$ cat src/cgp_pkg.sv
package cgp_pkg;

  // register offsets within a page
  localparam logic [7:0] CGP_OFS_DIE_REVISION = 8'h00;
  localparam logic [7:0] CGP_OFS_PAGE_SELECT = 8'h01;
  localparam logic [7:0] CGP_OFS_PART_LOW = 8'h02;
  localparam logic [7:0] CGP_OFS_PART_HIGH = 8'h03;
  localparam logic [7:0] CGP_OFS_SPEED_GRADE = 8'h04;
  localparam logic [7:0] CGP_OFS_DEVICE_REVISION = 8'h05;
  localparam logic [7:0] CGP_OFS_TEMPERATURE_GRADE = 8'h09;
  localparam logic [7:0] CGP_OFS_PACKAGE_CODE = 8'h0A;
  localparam logic [7:0] CGP_OFS_BUS_ADDRESS_UPPER = 8'h0B;
  localparam logic [7:0] CGP_OFS_LIVE_STATUS = 8'h0C;
  localparam logic [7:0] CGP_OFS_INPUT_ABSENT_LIVE = 8'h0D;
  localparam logic [7:0] CGP_OFS_LATCHED_STATUS = 8'h11;
  localparam logic [7:0] CGP_OFS_INPUT_ABSENT_LATCHED = 8'h12;
  localparam logic [7:0] CGP_OFS_STATUS_IRQ_MASK = 8'h17;
  localparam logic [7:0] CGP_OFS_DEVICE_READY = 8'hFF;

  // the page that holds this bank
  localparam logic [7:0] CGP_HOME_PAGE = 8'h00;

  // field positions in status, latched and mask registers, and of the upper address field
  localparam int CGP_BIT_CALIBRATION = 0;
  localparam int CGP_BIT_CRYSTAL = 1;
  localparam int CGP_BIT_REFERENCE = 2;
  localparam int CGP_BIT_PLL = 3;
  localparam int CGP_BIT_TIMEOUT = 5;
  localparam int CGP_ADDR_UPPER_LSB = 2;
  localparam int CGP_ADDR_UPPER_MSB = 6;

  // implemented bits of the status group and input group
  localparam logic [7:0] CGP_STATUS_BITS = 8'h2F;
  localparam logic [7:0] CGP_INPUT_BITS = 8'h0F;

  // reset values
  localparam logic [7:0] CGP_RESET_PAGE = 8'h00;
  localparam logic [7:0] CGP_RESET_FLAGS = 8'h00;
  localparam logic [7:0] CGP_RESET_MASK = 8'h00;
  localparam logic [4:0] CGP_RESET_ADDR_UPPER = 5'h00;
  localparam logic [7:0] CGP_READ_ZERO = 8'h00;

  // encodings of identification fields
  localparam logic [7:0] CGP_TEMP_INDUSTRIAL = 8'h00;
  localparam logic [7:0] CGP_PACKAGE_64_LEAD = 8'h00;
  localparam logic [7:0] CGP_PACKAGE_44_LEAD = 8'h01;

  // largest codes the identification fields may carry
  localparam logic [3:0] CGP_DIE_REVISION_MAX = 4'h1;
  localparam logic [7:0] CGP_SPEED_GRADE_MAX = 8'h03;
  localparam logic [7:0] CGP_DEVICE_REVISION_MAX = 8'h01;

  // live detector levels from the analog side
  typedef struct packed {
    logic bus_timeout;
    logic pll_unlocked;
    logic reference_no_signal;
    logic crystal_no_signal;
    logic calibration_active;
  } cgp_status_s;

  // per-input clock absence: feedback, two, one, zero
  typedef struct packed {
    logic feedback_input;
    logic clock_input_two;
    logic clock_input_one;
    logic clock_input_zero;
  } cgp_input_absent_s;

endpackage

$ cat src/cgp_regs.sv
`timescale 1ns/10ps
module cgp_regs
  import cgp_pkg::*;
#(
  // identification codes, fixed for each build of the bank
  parameter logic [3:0] DIE_REVISION = 4'h0,
  // arbitrary neutral identification value
  parameter logic [15:0] BASE_PART_DIGITS = 16'h1234,
  parameter logic [7:0] SPEED_GRADE = 8'h00,
  parameter logic [7:0] DEVICE_REVISION = 8'h00,
  parameter logic [7:0] PACKAGE_CODE = CGP_PACKAGE_64_LEAD
)
(
  input wire logic clk,
  input wire logic reset,
  // register port from the serial interface logic
  input wire logic reg_write,
  input wire logic reg_read,
  input wire logic [7:0] reg_offset,
  input wire logic [7:0] reg_write_data,
  output logic [7:0] reg_read_data,
  output logic [7:0] page_select,
  // detector levels and pins, asynchronous to clk
  input wire cgp_status_s status_live_pins,
  input wire cgp_input_absent_s input_clock_absent_pins,
  input wire logic device_ready_pin,
  input wire logic addr_select_pin_one,
  input wire logic addr_select_pin_zero,
  // address and interrupt pin outputs
  output logic [6:0] bus_target_address,
  output logic interrupt_out_n
);

  // elaboration checks; a code outside its documented set would read back
  // as a grade, revision or package that the host cannot decode
  if (DIE_REVISION > CGP_DIE_REVISION_MAX)
  begin : g_bad_die_revision
    $error("die revision must be 0 or 1");
  end

  if (SPEED_GRADE > CGP_SPEED_GRADE_MAX)
  begin : g_bad_speed_grade
    $error("speed grade code must be 0 to 3");
  end

  if (DEVICE_REVISION > CGP_DEVICE_REVISION_MAX)
  begin : g_bad_device_revision
    $error("device revision code must be 0 or 1");
  end

  if (PACKAGE_CODE > CGP_PACKAGE_44_LEAD)
  begin : g_bad_package_code
    $error("package code must be 0 or 1");
  end

  // the address field must fill the five upper address bits exactly
  if (CGP_ADDR_UPPER_MSB - CGP_ADDR_UPPER_LSB != 4)
  begin : g_bad_address_field
    $error("address field must be five bits wide");
  end

  // two-stage synchronisers for all detector and pin levels; they carry no
  // reset, so a level must stand two edges before the bank acts on it
  cgp_status_s status_meta, status_sync;
  cgp_input_absent_s absent_meta, absent_sync;
  logic [2:0] pins_meta, pins_sync;

  always_ff @(posedge clk)
  begin
    status_meta <= status_live_pins;
    status_sync <= status_meta;
    absent_meta <= input_clock_absent_pins;
    absent_sync <= absent_meta;
    pins_meta <= {device_ready_pin, addr_select_pin_one, addr_select_pin_zero};
    pins_sync <= pins_meta;
  end

  // synchronised pin levels under their own names
  logic ready_sync;
  logic [1:0] addr_pins_sync;
  assign ready_sync = pins_sync[2];
  assign addr_pins_sync = pins_sync[1:0];

  // live status as register images; unimplemented bits read zero
  logic [7:0] live_status;
  logic [7:0] input_clock_absent_live;
  always_comb
  begin
    live_status = CGP_READ_ZERO;
    live_status[CGP_BIT_CALIBRATION] = status_sync.calibration_active;
    live_status[CGP_BIT_CRYSTAL] = status_sync.crystal_no_signal;
    live_status[CGP_BIT_REFERENCE] = status_sync.reference_no_signal;
    live_status[CGP_BIT_PLL] = status_sync.pll_unlocked;
    live_status[CGP_BIT_TIMEOUT] = status_sync.bus_timeout;
    input_clock_absent_live = {4'h0, absent_sync};
  end

  // decode; page zero bank visible only on its own page
  logic on_home;
  logic wr_page, wr_addr, wr_latched, wr_absent, wr_mask;
  assign on_home = (page_select == CGP_HOME_PAGE);
  assign wr_page = reg_write && (reg_offset == CGP_OFS_PAGE_SELECT);
  // no write strobe exists for read-only offsets
  assign wr_addr = reg_write && on_home && (reg_offset == CGP_OFS_BUS_ADDRESS_UPPER);
  assign wr_latched = reg_write && on_home && (reg_offset == CGP_OFS_LATCHED_STATUS);
  assign wr_absent = reg_write && on_home && (reg_offset == CGP_OFS_INPUT_ABSENT_LATCHED);
  assign wr_mask = reg_write && on_home && (reg_offset == CGP_OFS_STATUS_IRQ_MASK);

  // offsets that answer on every page, whatever page is selected
  logic rd_page, rd_ready;
  assign rd_page = (reg_offset == CGP_OFS_PAGE_SELECT);
  assign rd_ready = (reg_offset == CGP_OFS_DEVICE_READY);

  // page select, reachable from every page
  always_ff @(posedge clk)
  begin
    if (reset)
      page_select <= CGP_RESET_PAGE;
    else if (wr_page)
      page_select <= reg_write_data;
  end

  // upper bus address bits
  logic [4:0] bus_address_upper;
  always_ff @(posedge clk)
  begin
    if (reset)
      bus_address_upper <= CGP_RESET_ADDR_UPPER;
    else if (wr_addr)
      bus_address_upper <= reg_write_data[CGP_ADDR_UPPER_MSB:CGP_ADDR_UPPER_LSB];
  end

  assign bus_target_address = {bus_address_upper, addr_pins_sync};

  // read image of the address register; unused bits read zero
  logic [7:0] bus_address_image;
  assign bus_address_image = {1'b0, bus_address_upper, 2'b00};

  // flags are level-set: a detector that stays high keeps its flag set,
  // so a clear only sticks once the condition has gone away; a set in the
  // clearing cycle wins, so an event that arrives meanwhile is never lost
  logic [7:0] status_set, status_clear;
  logic [7:0] absent_set, absent_clear;
  assign status_set = live_status & CGP_STATUS_BITS;
  assign absent_set = input_clock_absent_live & CGP_INPUT_BITS;

  assign status_clear = {8{wr_latched}} & ~reg_write_data & CGP_STATUS_BITS;
  assign absent_clear = {8{wr_absent}} & ~reg_write_data & CGP_INPUT_BITS;

  // flag vectors are nets so each bit can come from its own flop
  wire [7:0] latched_status_flags;
  wire [7:0] input_clock_absent_latched;

  for (genvar b = 0; b < 8; b++)
  begin : g_status_flag
    if (CGP_STATUS_BITS[b])
    begin : g_used
      logic flag;

      // one flop per implemented flag
      always_ff @(posedge clk)
      begin
        if (reset)
          flag <= CGP_RESET_FLAGS[b];
        else if (status_set[b])
          flag <= 1'b1;
        else if (status_clear[b])
          flag <= 1'b0;
      end

      assign latched_status_flags[b] = flag;
    end
    else
    begin : g_unused
      // unimplemented bit, reads zero
      assign latched_status_flags[b] = 1'b0;
    end
  end

  for (genvar b = 0; b < 8; b++)
  begin : g_absent_flag
    if (CGP_INPUT_BITS[b])
    begin : g_used
      logic flag;

      // one flop per input, cleared independently of the others
      always_ff @(posedge clk)
      begin
        if (reset)
          flag <= CGP_RESET_FLAGS[b];
        else if (absent_set[b])
          flag <= 1'b1;
        else if (absent_clear[b])
          flag <= 1'b0;
      end

      assign input_clock_absent_latched[b] = flag;
    end
    else
    begin : g_unused
      // unimplemented bit, reads zero
      assign input_clock_absent_latched[b] = 1'b0;
    end
  end

  // interrupt mask register; only bits with a matching status flag exist
  wire [7:0] status_interrupt_mask;
  for (genvar b = 0; b < 8; b++)
  begin : g_mask_bit
    if (CGP_STATUS_BITS[b])
    begin : g_used
      logic mask_bit;

      // mask bit written from the matching data bit
      always_ff @(posedge clk)
      begin
        if (reset)
          mask_bit <= CGP_RESET_MASK[b];
        else if (wr_mask)
          mask_bit <= reg_write_data[b];
      end

      assign status_interrupt_mask[b] = mask_bit;
    end
    else
    begin : g_unused
      assign status_interrupt_mask[b] = 1'b0;
    end
  end

  // unmasked status flags; the input flags have no mask bits
  // and do not reach this pin
  logic [7:0] irq_pending;
  assign irq_pending = latched_status_flags & ~status_interrupt_mask;

  // registered so the pin never glitches on decode
  always_ff @(posedge clk)
  begin
    if (reset)
      interrupt_out_n <= 1'b1;
    // active low while unmasked flag set
    else
      interrupt_out_n <= ~|irq_pending;
  end

  // page zero bank image; unknown offsets read zero
  logic [7:0] home_read_data;
  always_comb
  begin
    home_read_data = CGP_READ_ZERO;
    case (reg_offset)
      CGP_OFS_DIE_REVISION: home_read_data = {4'h0, DIE_REVISION};
      CGP_OFS_PART_LOW: home_read_data = BASE_PART_DIGITS[7:0];
      CGP_OFS_PART_HIGH: home_read_data = BASE_PART_DIGITS[15:8];
      CGP_OFS_SPEED_GRADE: home_read_data = SPEED_GRADE;
      CGP_OFS_DEVICE_REVISION: home_read_data = DEVICE_REVISION;
      CGP_OFS_TEMPERATURE_GRADE: home_read_data = CGP_TEMP_INDUSTRIAL;
      CGP_OFS_PACKAGE_CODE: home_read_data = PACKAGE_CODE;
      // upper address bits in place
      CGP_OFS_BUS_ADDRESS_UPPER: home_read_data = bus_address_image;
      // live detector levels
      CGP_OFS_LIVE_STATUS: home_read_data = live_status;
      // live per-input absence
      CGP_OFS_INPUT_ABSENT_LIVE: home_read_data = input_clock_absent_live;
      // sticky copies
      CGP_OFS_LATCHED_STATUS: home_read_data = latched_status_flags;
      CGP_OFS_INPUT_ABSENT_LATCHED: home_read_data = input_clock_absent_latched;
      // interrupt masks
      CGP_OFS_STATUS_IRQ_MASK: home_read_data = status_interrupt_mask;
      default: home_read_data = CGP_READ_ZERO;
    endcase
  end

  // read mux; page select and ready answer on every page, the rest of the
  // bank only while page zero is selected, other pages read zero
  logic [7:0] next_read_data;
  always_comb
  begin
    next_read_data = CGP_READ_ZERO;
    if (rd_page)
      next_read_data = page_select;
    else if (rd_ready)
      next_read_data = {7'h00, ready_sync};
    else if (on_home)
      next_read_data = home_read_data;
  end

  // read data held until the next read, so a slow serial port can shift
  // it out at its own pace
  always_ff @(posedge clk)
  begin
    if (reset)
      reg_read_data <= CGP_READ_ZERO;
    else if (reg_read)
      reg_read_data <= next_read_data;
  end

endmodule

$ cat config.mk
export PLATFORM = sky130hd
export DESIGN_NAME = cgp_regs
export DESIGN_NICKNAME = d
export VERILOG_FILES = /design/src/cgp_pkg.sv /design/src/cgp_regs.sv
export SDC_FILE = /design/constraint.sdc
export NUM_CORES = 1
export LEC_CHECK = 0
export ABC_AREA = 1
export BUFFER_PORTS_ARGS = -buffer_cell sky130_fd_sc_hd__buf_2
export CAP_MARGIN = 10
export CORE_MARGIN = 2
export CORE_UTILIZATION = 53
export CTS_CLUSTER_SIZE = 25
export DETAILED_ROUTE_END_ITERATION = 6
export HOLD_SLACK_MARGIN = 0.02
export PLACE_DENSITY = 0.79
export SLEW_MARGIN = 20
export SYNTH_ARGS = -nofsm -noshare
export SYNTH_HDL_FRONTEND = slang
export SYNTH_SLANG_ARGS = --single-unit
$ cat constraint.sdc
create_clock -name clk -period 3.2 [get_ports clk]
set_input_delay 0.16 -clock clk [delete_from_list [all_inputs] [get_ports clk]]
set_output_delay 0.16 -clock clk [all_outputs]
set_load 0.05 [all_outputs]
# Yosys cells after proc, flatten, opt, wreduce, memory -nomap -nowiden
# Cells that the tools add are included.
# word_totals
register_bits	60
input_bits	32
output_inout_bits	24
elab_cells	93
# op_classes
eq_ne	10
mux	22
bitwise_logic	5
n_reduce_logical	18
# op_table
op	count
$pmux W7 S8	1
$eq A8 B4 Y1 const B	3
$eq A8 B5 Y1 const B	3
$mux W1	18
$reduce_bool A2 Y1	9
$eq A8 B2 Y1 const B	2
$mux W8	2
$and A6 B8 Y8	1
$eq A8 B1 Y1 const B	1
$eq A8 B8 Y1 const B	1
$logic_not A8 Y1	1
$not A6 Y8	1
$reduce_or A8 Y1	1
$mux W7	1
$and A6 B6 Y6	1
$logic_and A1 B1 Y1	6
$not A6 Y6	1
$and A4 B4 Y4	1
$logic_not A1 Y1	1

# Logic depth before layout (Yosys ltp)
# Gate-level depths: netlist (run 1).
# depth
depth_word	6
depth_mapped	10

# Least setup slack after synthesis (run 1)
# Ideal clock, no wire load.
# synth_path
kind	flip-flop to flip-flop
from	reg page_select[1]
to	reg g_absent_flag[1].g_used.flag
setup_time_ns	0.117
arrival_ns	1.388
t_required_ns	3.083
setup_slack_ns	1.694
path_stages_with_launch	9
n_path_buf	0
period_less_slack_ns	1.506
cell_sequence	dfxtp_1 > nor2_1 > nand2_1 > nor2_2 > nand2_1 > nor2_1 > nand2_1 > a21oi_1 > nor2_1
# synth_between
elab_chain_len	5
# synth_rtl
item	line	text
start: declaration	cgp_regs.sv:22	output logic [7:0] page_select,
start signal: assignment	cgp_regs.sv:120	page_select <= reg_write_data;
$logic_not A8 Y1	cgp_regs.sv:101	assign on_home = (page_select == CGP_HOME_PAGE);
$logic_and A1 B1 Y1 (2 in series)	cgp_regs.sv:106	assign wr_absent = reg_write && on_home && (reg_offset == CGP_OFS_INPUT_ABSENT_LATCHED);
$and A4 B4 Y4	cgp_regs.sv:148	assign absent_clear = {8{wr_absent}} & ~reg_write_data & CGP_INPUT_BITS;
$reduce_bool A2 Y1 (no line)	-	
end signal: assignment	cgp_regs.sv:190	flag <= CGP_RESET_FLAGS[b];
end: declaration	cgp_regs.sv:184	logic flag;
# Every way passes these cells.
# A chain may end at the register's enable or synchronous reset.

# Worst setup path after layout (run 1)
# Same ends and word-level chain as after synthesis.

==> results_dict.tcl, run 1 <==
set metrics [dict create \
    cts_resized 0 \
    worstSetupPathType "flip-flop to flip-flop" \
    powerDensity_nw_per_um2 499 \
    firstDrtPassIters 5 \
    dp.cells 408 \
    routed_wl_um 5580 \
    htreeDepth 3 \
    p_comb_share_pct 9.0 \
    setup_viol 0 \
    path_clk_slew_ns 0.07 \
    internal_power_mw 1.12 \
    maxCapViolCount 0 \
    via_per_inst 5.22 \
    layout.nets 411 \
    cts_buffers 9 \
    fin_crit_ns 1.50 \
    min_path_type "input pin to flip-flop" \
    synth_cell_type_count 26 \
    fin_crit_sh_pct 46.9 \
    ys_ff_latch 60 \
    synth-edff-count 0 \
    grt_pass1_wl_um 9370 \
    antenna_cells 0 \
    design_area_um2 2970 \
    nFillCells 377 \
    final_cells 434 \
    synth_ff_type "dfxtp_1" \
    route.detailed.drc 0 \
    avgRoutedWirePerCell_um 12.9 \
    synth_top_cell_area_share_pct 49.3 \
    fp-row-count 24 \
    hold_path_end "page_select[7]" \
    vias 2266 \
    p_sw_share_pct 24.5 \
    netlist_area_um2 2430 \
    antenna_found_initial 0 \
    area_delta_synth_final_pct 21.8 \
    seq_power_share_pct 53.4 \
    core_area_um2 4380 \
    yosysTopAreaCell "dfxtp_1" \
    status "finished, final reports clean" \
    reg2reg_slack_ns 1.70 \
    avgSynthCellArea_um2 7.83 \
    start_kind "flip-flop" \
    switchingPower_uw 363 \
    yosys-top-cells-area "dfxtp_1 (49%), a21oi_1 (7.6%), nand2_1 (7.4%)" \
    grt-ovfl-total 0 \
    slew_viol_final 0 \
    ant_nets 0 \
    rsz0062_at_grt "no" \
    clockBufferDepth 2 \
    r2r_cells 8 \
    critical_path_required_ns 3.41 \
    clkLatencyLatePin_ns 0.32 \
    tightest_slew_ns 0.653 \
    layout-drive-gt1-share_pct 24.3 \
    drt_iter0_drc 204 \
    dpl_cell_area_um2 2690 \
    clock_power_share_pct 37.6 \
    yosysSeqAreaShare_pct 49.3 \
    fmax_mhz 667 \
    syn_nets 343 \
    die_w_um 71.8 \
    grt_max_degree 28 \
    endpoint_kind "flip-flop" \
    hold_violations 0 \
    place.gp.congestion 0.937 \
    layout_common_cells "dfxtp_1 (60), buf_2 (55), nand2_1 (48)" \
    fin_skew_ns 0.00868 \
    whs_ns 0.0630 \
    hold_depth 3 \
    ys_async_sr_fraction_pct 0 \
    grt_pass1_vias 2105 \
    yosys_warnings 0 \
    r2r_end "g_absent_flag[1].g_used.flag" \
    dp_hpwl_um 4060 \
    cts-root-buf "clkbuf_8" \
    cts.sinks 60 \
    critPathSlowestCell "dfxtp_1" \
    die_y_um 71.8 \
    final_common_cell "dfxtp_1" \
    syn_inst 311 \
    grt_usage_pct 23.6 \
    max-slew-margin-rel_pct 56.4 \
    finalSetupTns_ns 0 \
    critPathMaxFanout 4 \
    p_leak_nw 1.43 \
    r2r-start "page_select[1]" \
    crit_chain "nor2_1, nand2_1, nor2_2, nand2_1, nor2_1, nand2_1, a21oi_1, nor2_1" \
    start_util_pct 55.5 \
    dieArea_um2 5150 \
    tritoncts "done" \
    worst_ep_arrival_time_ns 1.71 \
    vdd_ir_drop_max_mv 0.371 \
    min_from "reg_write_data[7]" \
    ios 56 \
    io_buffers 55 \
    slowest_delay_ns 0.34 \
]
[cells in the mapped netlist (2+ instances only)]
library cell	count
inv_1	33
nor3_1	2
nand2_2	9
buf_4	2
nand2_1	48
inv_2	3
o21ai_0	29
a21oi_1	37
nand3_1	27
nor2_1	33
o21ai_1	3
nand2_4	2
nor2_4	5
buf_6	4
nor2_2	3
dfxtp_1	60
clkbuf_1	2
[state kept, by name, summed over array words and instances, names as in the netlist]
register,cells
page_select,8
reg_read_data,8
bus_address_upper,5
g_mask_bit.g_used.mask_bit,5
g_status_flag.g_used.flag,5
live_status,5
status_meta,5
absent_meta,4
absent_set,4
g_absent_flag.g_used.flag,4
pins_meta,3
pins_sync,3
interrupt_out_n,1
[timing repair]
item	in CTS	in global routing
endpoints found under the hold margin	12	0
hold buffers	12	0
buffers inserted	0	0
[through the flow]
stage / util, % / power (mW) / setup slack, ns
floorplan: - / 0.888 / 1.69
global placement: 61.3 / 0.926 / 1.66
detailed placement: 61.3 / 0.928 / 1.61
CTS: 67.6 / 1.49 / 1.74
global route: 67.6 / 1.54 / 1.60
finish: 67.6 / 1.48 / 1.70
[kinds of logic after synthesis]
group | after synthesis | share of synthesized area, %
AND/OR/NAND/NOR | 132 | 26.0
AO/OA/AOI/OAI | 73 | 15.5
flip-flops | 60 | 49.3
buffers and inverters | 46 | 9.15
[power groups by stage]
stage	Combinational, mW	Sequential, mW	Clock (mW)
finish	0.133	0.791	0.557
global route	0.146	0.793	0.596
CTS	0.133	0.790	0.569
detailed placement	0.121	0.807	0
global placement	0.120	0.806	0
floorplan	0.0626	0.826	0
[layout make-up]
type                    instances  area [µm²]  area share [%]
clock inverters                 2        12.5           0.422
well taps                      52        65.1            2.19
multi-input cells             205        1010            34.1
inverters                      36         135            4.56
flip-flops and latches         60        1200            40.5
repair buffers                 67         395            13.3
clock buffers                  12         145            4.89
[metal layers]
layer / wire length (µm) / global-route usage [%] / up-vias
li1: - / - / 1137
met1: 2360 / 28.8 / 1039
met5: 0 / 0 / -
met4: 50 / 10.1 / 0
met3: 347 / 5.91 / 7
met2: 2820 / 39.5 / 83
[worst max-delay path by stage]
stage | end | cells after the start | startpoint | slack, ns
after global routing | g_status_flag[0].g_used.flag | 8 | page_select[1] | 1.60
after floorplan | g_absent_flag[1].g_used.flag | 8 | page_select[1] | 1.69
after CTS | g_absent_flag[1].g_used.flag | 8 | page_select[1] | 1.74
after global placement | bus_address_upper[0] | 9 | reg_offset[6] | 1.66
final | g_absent_flag[1].g_used.flag | 8 | page_select[1] | 1.70
after detailed placement | bus_address_upper[3] | 9 | reg_offset[4] | 1.61
[worst max-delay path: cells and delay by family (launching register included)]
kind	cells	cell delay, ns
flops	1	0.34
simple gates	7	0.91
compound gates	1	0.14
Power figures use the tool's default switching activity.
==> run 2, diff against run 1 <==
--- a/config.mk
+++ b/config.mk
@@ -5,15 +5,15 @@
 export SDC_FILE = /design/constraint.sdc
 export NUM_CORES = 1
 export LEC_CHECK = 0
-export ABC_AREA = 1
+export ABC_AREA = 0
 export BUFFER_PORTS_ARGS = -buffer_cell sky130_fd_sc_hd__buf_2
 export CAP_MARGIN = 10
 export CORE_MARGIN = 2
-export CORE_UTILIZATION = 53
+export CORE_UTILIZATION = 48
 export CTS_CLUSTER_SIZE = 25
 export DETAILED_ROUTE_END_ITERATION = 6
 export HOLD_SLACK_MARGIN = 0.02
-export PLACE_DENSITY = 0.79
+export PLACE_DENSITY = 0.75
 export SLEW_MARGIN = 20
 export SYNTH_ARGS = -nofsm -noshare
 export SYNTH_HDL_FRONTEND = slang
==> constraint.sdc (replaced) <==
create_clock -name clk -period 1.3 [get_ports clk]
set_input_delay 0.065 -clock clk [delete_from_list [all_inputs] [get_ports clk]]
set_output_delay 0.065 -clock clk [all_outputs]
set_load 0.05 [all_outputs]
==> run 2 against run 1 <==
Net effect: the run now ends with setup timing left; routed wire length grew 24%; design area grew 19%; first-iteration DRC count shrank 17%; worst hold slack lost 0.019 ns; clock power grew to 2.9 times the previous value; core utilization grew 6.1 points; critical path type unchanged.
==> results_dict.tcl, run 2 <==
set metrics [dict create \
    finalSetupTns_ns -6.98 \
    ant_nets 0 \
    synthMuxAreaShare_pct 5.02 \
    reg2reg_slack_ns -0.34 \
    yosysTopAreaCell "dfxtp_1" \
    synth-simple-area-share_pct 20.4 \
    htreeDepth 3 \
    violations "setup timing" \
    hold_violations 0 \
    hold_path_end "page_select[5]" \
    grt-ovfl-total 0 \
    clockBufferDepth 2 \
    top_layer "met4" \
    final_common_cell "buf_2" \
    core_area_um2 4790 \
    yosysSeqAreaShare_pct 49.7 \
    drt_iter0_drc 169 \
    synth_common_cells "dfxtp_1 (60), nand2_1 (22), a21oi_1 (21), nor2_1 (21), inv_1 (14)" \
    slew_viol_final 0 \
    whs_ns 0.0442 \
    synth_top_family_by_area "simple AND/OR/NAND/NOR gates" \
    fin_crit_ns 1.64 \
    synth_ff_type "dfxtp_1" \
    hold_depth 3 \
    max-slew-margin-rel_pct 78.5 \
    area_delta_synth_final_pct 45.9 \
    start_kind "flip-flop" \
    layout-drive-gt1-share_pct 39.2 \
    worstSetupPathType "flip-flop to flip-flop" \
    antenna_found_initial 0 \
    dieArea_um2 5620 \
    fp-row-count 25 \
    path_delay_family "compound AO/OA/AOI/OAI gates" \
    tightest_slew_ns 0.323 \
    vdd_ir_drop_max_mv 0.942 \
    synth_xor_xnor_area_share_pct 0.362 \
    endpoint_kind "flip-flop" \
    avgRoutedWirePerCell_um 15.7 \
    routed_wl_um 6900 \
    start_util_pct 50.5 \
    grt_pass1_wl_um 10800 \
    pre_cts_ws_ns -0.353 \
    synth_top_cell_area_share_pct 49.7 \
    via_per_inst 5.41 \
    cts_buffers 9 \
    reg_top3 "page_select: 8 flops, reg_read_data: 8 flops" \
    fin_crit_sh_pct 126 \
    synth_cell_type_count 53 \
    critPathMaxFanout 6 \
    route.detailed.drc 0 \
    crit_chain "nor4_4, o211ai_1, a211oi_4, o21ai_1, a311oi_1" \
    layout_common_cells "buf_2 (55), dfxtp_1 (52), buf_4 (41)" \
    dp_hpwl_um 4810 \
    critical_path_required_ns 1.55 \
    netlist_area_um2 2420 \
    tritoncts "done" \
    synth_compound_area_share_pct 18.4 \
    fin_skew_ns 0.0104 \
    critPathSlowestCell "dfxtp_4" \
    met3WireLength_um 397 \
    met1_length_um 3080 \
    path_clk_slew_ns 0.07 \
    met2_length_um 3250 \
    setup_ws_ns -0.343 \
    synth-edff-count 0 \
    setup_viol 26 \
    rsz0062_at_grt "yes" \
    critPathBufInv 0 \
    yosys-top-cells-area "dfxtp_1 (50%), mux2i_1 (4.6%), a21oi_1 (4.3%)" \
    p_leak_nw 1.49 \
    ios 56 \
    grt_pass1_vias 2256 \
    syn_inst 260 \
    ys_async_sr_fraction_pct 0 \
    min_from "reg_write_data[5]" \
    syn_nets 292 \
    yosys_warnings 0 \
    io_buffers 55 \
    status "finished with violations" \
    yosys.area_share.adder_pct 0 \
    r2r_end "reg_read_data[0]" \
    ys_ff_latch 60 \
    r2r-start "page_select[5]" \
    cts.sinks 60 \
    grt_max_degree 37 \
    cts-root-buf "clkbuf_8" \
    grt_usage_pct 26.5 \
    antenna_cells 0 \
    maxCapViolCount 0 \
    vias 2374 \
    clkLatencyLatePin_ns 0.34 \
    synth.most_common_cell "dfxtp_1" \
    min_path_type "input pin to flip-flop" \
    powerDensity_nw_per_um2 1140 \
    fmax_mhz 609 \
    r2r_cells 5 \
    place.gp.congestion 1.01 \
    layout.nets 399 \
    die_w_um 75.0 \
    firstDrtPassIters 4 \
    avgSynthCellArea_um2 9.30 \
    slowest_delay_ns 0.35 \
    die_y_um 75.0 \
    worst_ep_arrival_time_ns 1.90 \
]
[run 2: what timing repair did]
item,4_1_cts,5_1_grt
setup buffers,1,2
hold buffers,16,0
pin swaps,4,10
hold endpoints to repair,18,0
endpoints found under the setup margin,26,26
gates resized for setup,9,10
[run 2: worst max path at each step]
stage / from / end / slack [ns] / cells past startpoint
after floorplan: page_select[5] / reg_read_data[4] / -0.24 / 5
after global placement: page_select[5] / bus_address_upper[2] / -0.32 / 5
after detailed placement: page_select[5] / g_mask_bit[0].g_used.mask_bit / -0.35 / 5
after CTS: page_select[5] / reg_read_data[0] / -0.32 / 5
after global routing: page_select[2] / reg_read_data[2] / -0.44 / 5
final: page_select[5] / reg_read_data[0] / -0.34 / 5
[run 2: power breakdown]
part	switching [mW]	internal, mW
clock network	0.733	0.906
logic	0.251	0.207
registers	0.0367	1.90
total	1.02	3.01
[run 2: kinds of logic (layout without fill, tap and decap cells)]
family	Yosys count	in the layout
AOI/OAI and AO/OA	65	65
xor gates and xnor gates	1	1
buffers and inverters	32	144
and+or+nand+nor	90	90
DFF	60	60
muxes	12	12
[run 2: metal layers]
| layer | GRT usage (%) | vias up |
|---|---|---|
| li1 | - | 1149 |
| met1 | 35.2 | 1130 |
| met2 | 41.6 | 79 |
| met3 | 6.29 | 16 |
| met4 | 10.5 | 0 |
| met5 | 0 | - |
[run 2: layout make-up]
| cell class | count | area (µm²) |
|---|---|---|
| Clock inverter | 3 | 17.5 |
| Multi-Input combinational cell | 168 | 1190 |
| Inverter | 14 | 52.6 |
| Timing Repair Buffer | 114 | 783 |
| Sequential cell | 60 | 1220 |
| Clock buffer | 13 | 180 |
| Tap cell | 67 | 83.8 |
| Fill cell | 352 | 1260 |
[run 2: per-stage QoR]
stage / power (mW) / utilization, % / instance area (µm²) / instances
after floorplan: 2.19 / - / 2470 / 260
after global placement: 2.36 / 63.7 / 3050 / 404
after detailed placement: 2.37 / 63.7 / 3050 / 404
after CTS: 4.03 / 72.1 / 3450 / 437
after global routing: 4.19 / 73.7 / 3530 / 439
final: 4.04 / 73.7 / 3530 / 439
[run 2: worst reg2reg max path, delay by kind of cell (launching register included)]
family	cells	cell delay [ns]
AOI/OAI and AO/OA	4	0.89
DFF	1	0.35
and+or+nand+nor	1	0.33
==> run 3, diff against run 2 <==
--- a/config.mk
+++ b/config.mk
@@ -18,3 +18,4 @@
 export SYNTH_ARGS = -nofsm -noshare
 export SYNTH_HDL_FRONTEND = slang
 export SYNTH_SLANG_ARGS = --single-unit
+export TNS_END_PERCENT = 1
==> run 3 against run 2 <==
Net effect: the flow still finishes with violations (setup timing); clock power fell by 9%; clock skew fell by 0.0031 ns; clock-buffer cell count fell by 1; cell count fell by 0.68%; non-clock buffer count fell by 3; routed wire length fell by 5.3%; design area fell by 3.3%; global-route usage fell by 1.3 points; fmax rose by 2.2%; die area did not move; first-iteration DRC count rose by 19%; critical endpoint is now reg_read_data[4].
==> results_dict.tcl, run 3 (synthesized netlist as in run 2, its figures left out) <==
set metrics [dict create \
    slowest_delay_ns 0.35 \
    final_cells 436 \
    area_delta_synth_final_pct 41.0 \
    vias 2306 \
    core_area_um2 4790 \
    hold_violations 0 \
    clkLatencyLatePin_ns 0.34 \
    htreeDepth 3 \
    critPathSlowestCell "dfxtp_4" \
    grt_max_degree 37 \
    start_util_pct 50.5 \
    drt_iter0_drc 201 \
    die_y_um 75.0 \
    setup_viol 25 \
    io_buffers 55 \
    tightest_slew_ns 0.376 \
    grt_pass1_vias 2210 \
    critPathMaxFanout 6 \
    tritoncts "done" \
    dieArea_um2 5620 \
    firstDrtPassIters 4 \
    max-slew-margin-rel_pct 74.9 \
    layout_common_cells "buf_2 (55), dfxtp_1 (52), buf_4 (38)" \
    r2r_cells 5 \
    final_common_cell "buf_2" \
    fmax_mhz 622 \
    p_total_mw 3.87 \
    cts.sinks 60 \
    critical_path_required_ns 1.55 \
    p_leak_nw 1.45 \
    maxCapViolCount 0 \
    reg2reg_slack_ns -0.31 \
    route.detailed.drc 0 \
    dp_hpwl_um 4740 \
    critPathBufInv 0 \
    via_per_inst 5.29 \
    fin_crit_sh_pct 124 \
    die_w_um 75.0 \
    worst_ep_arrival_time_ns 1.86 \
    reg_top3 "page_select: 8 flops, reg_read_data: 8 flops" \
    cts_buffers 9 \
    ios 56 \
    slew_viol_final 0 \
    violations "setup timing" \
    endpoint_kind "flip-flop" \
    path_delay_family "compound AO/OA/AOI/OAI gates" \
    antenna_found_initial 0 \
    whs_ns 0.0378 \
    layout.nets 396 \
    fp-row-count 25 \
    worstSetupPathType "flip-flop to flip-flop" \
    status "finished with violations" \
    path_clk_slew_ns 0.07 \
    routed_wl_um 6530 \
    min_path_type "input pin to flip-flop" \
    place.gp.congestion 1.01 \
    grt_pass1_wl_um 10400 \
    layout-drive-gt1-share_pct 36.3 \
    antenna_cells 0 \
    clockBufferDepth 2 \
    hold_depth 3 \
    vdd_ir_drop_max_mv 1.01 \
    grt-ovfl-total 0 \
    avgRoutedWirePerCell_um 15.0 \
    setup_ws_ns -0.308 \
    crit_chain "nor4_4, o211ai_1, a211oi_4, nand4_1, a311oi_2" \
    r2r_end "reg_read_data[4]" \
    rsz0062_at_grt "yes" \
    start_kind "flip-flop" \
    hold_path_end "page_select[0]" \
    powerDensity_nw_per_um2 1140 \
    fin_skew_ns 0.00736 \
    cts-root-buf "clkbuf_8" \
    ant_nets 0 \
    r2r-start "page_select[5]" \
    grt_usage_pct 25.1 \
    min_from "reg_write_data[0]" \
    dp.cells 404 \
    fin_crit_ns 1.61 \
    nFillCells 369 \
]
==> run 3: cell types whose count changed in the layout (fill, tap and decap cells not counted), sizes merged <==
cell | before | now
clkbuf | 13 | 12
buf | 98 | 95
clkinvlp | 1 | 2
==> run 3: worst max path at each step <==
| stage | start | slack, ns | cells after the start | endpoint |
|---|---|---|---|---|
| finish | page_select[5] | -0.31 | 5 | reg_read_data[4] |
| global route | page_select[0] | -0.46 | 5 | reg_read_data[0] |
| CTS | page_select[2] | -0.32 | 5 | reg_read_data[4] |
| detailed placement | page_select[2] | -0.38 | 5 | bus_address_upper[3] |
| global placement | page_select[5] | -0.33 | 5 | bus_address_upper[4] |
| floorplan | page_select[5] | -0.24 | 5 | reg_read_data[4] |
==> run 3: layout make-up <==
class                      instances  area (µm²)  share of cell area [%]
sequential                        60        1220                    35.8
multi-input combinational        168        1110                    32.6
timing repair buffer             111         761                    22.3
clock buffer                      12         155                    4.55
tap                               67        83.8                    2.46
inverter                          14        52.6                    1.54
clock inverter                     4        25.0                   0.734
==> run 3: timing repair <==
item                                    in CTS  in global routing
hold buffers                                16                  0
endpoints found under the setup margin      25                 26
pin swaps                                    4                  4
endpoints found under the hold margin       17                  0
buffers inserted                             0                  0
resized for setup                            5                  4
==> run 3: per-stage QoR <==
stage	area [µm²]	setup TNS [ns]	util, %	worst slack [ns]
2_1_floorplan	2460	-4.90	-	-0.244
3_3_place_gp	3050	-8.32	63.7	-0.328
3_5_place_dp	3050	-9.26	63.7	-0.375
4_1_cts	3400	-5.87	71.1	-0.315
5_1_grt	3410	-8.71	71.2	-0.462
6_report	3410	-5.88	71.2	-0.308
==> run 3: where the power goes <==
group          internal (mW)  leakage, nW  switching (mW)  total (mW)
clock                  0.788       0.0884           0.715        1.50
sequential              1.90        0.502          0.0303        1.93
combinational          0.201        0.862           0.236       0.437
==> run 3: layer usage <==
metal	part of all wire, %	GRT usage [%]	wire [µm]
met1	44	33.1	2890
met2	46	38.5	3000
met3	7.5	5.62	490
met4	2.3	13.5	148
met5	0	0	0
==> run 3: worst min-delay path, cell delays in order <==
cell and delay [ns]:
buf_2 0.13, nand3_1 0.07, a21oi_1 0.07
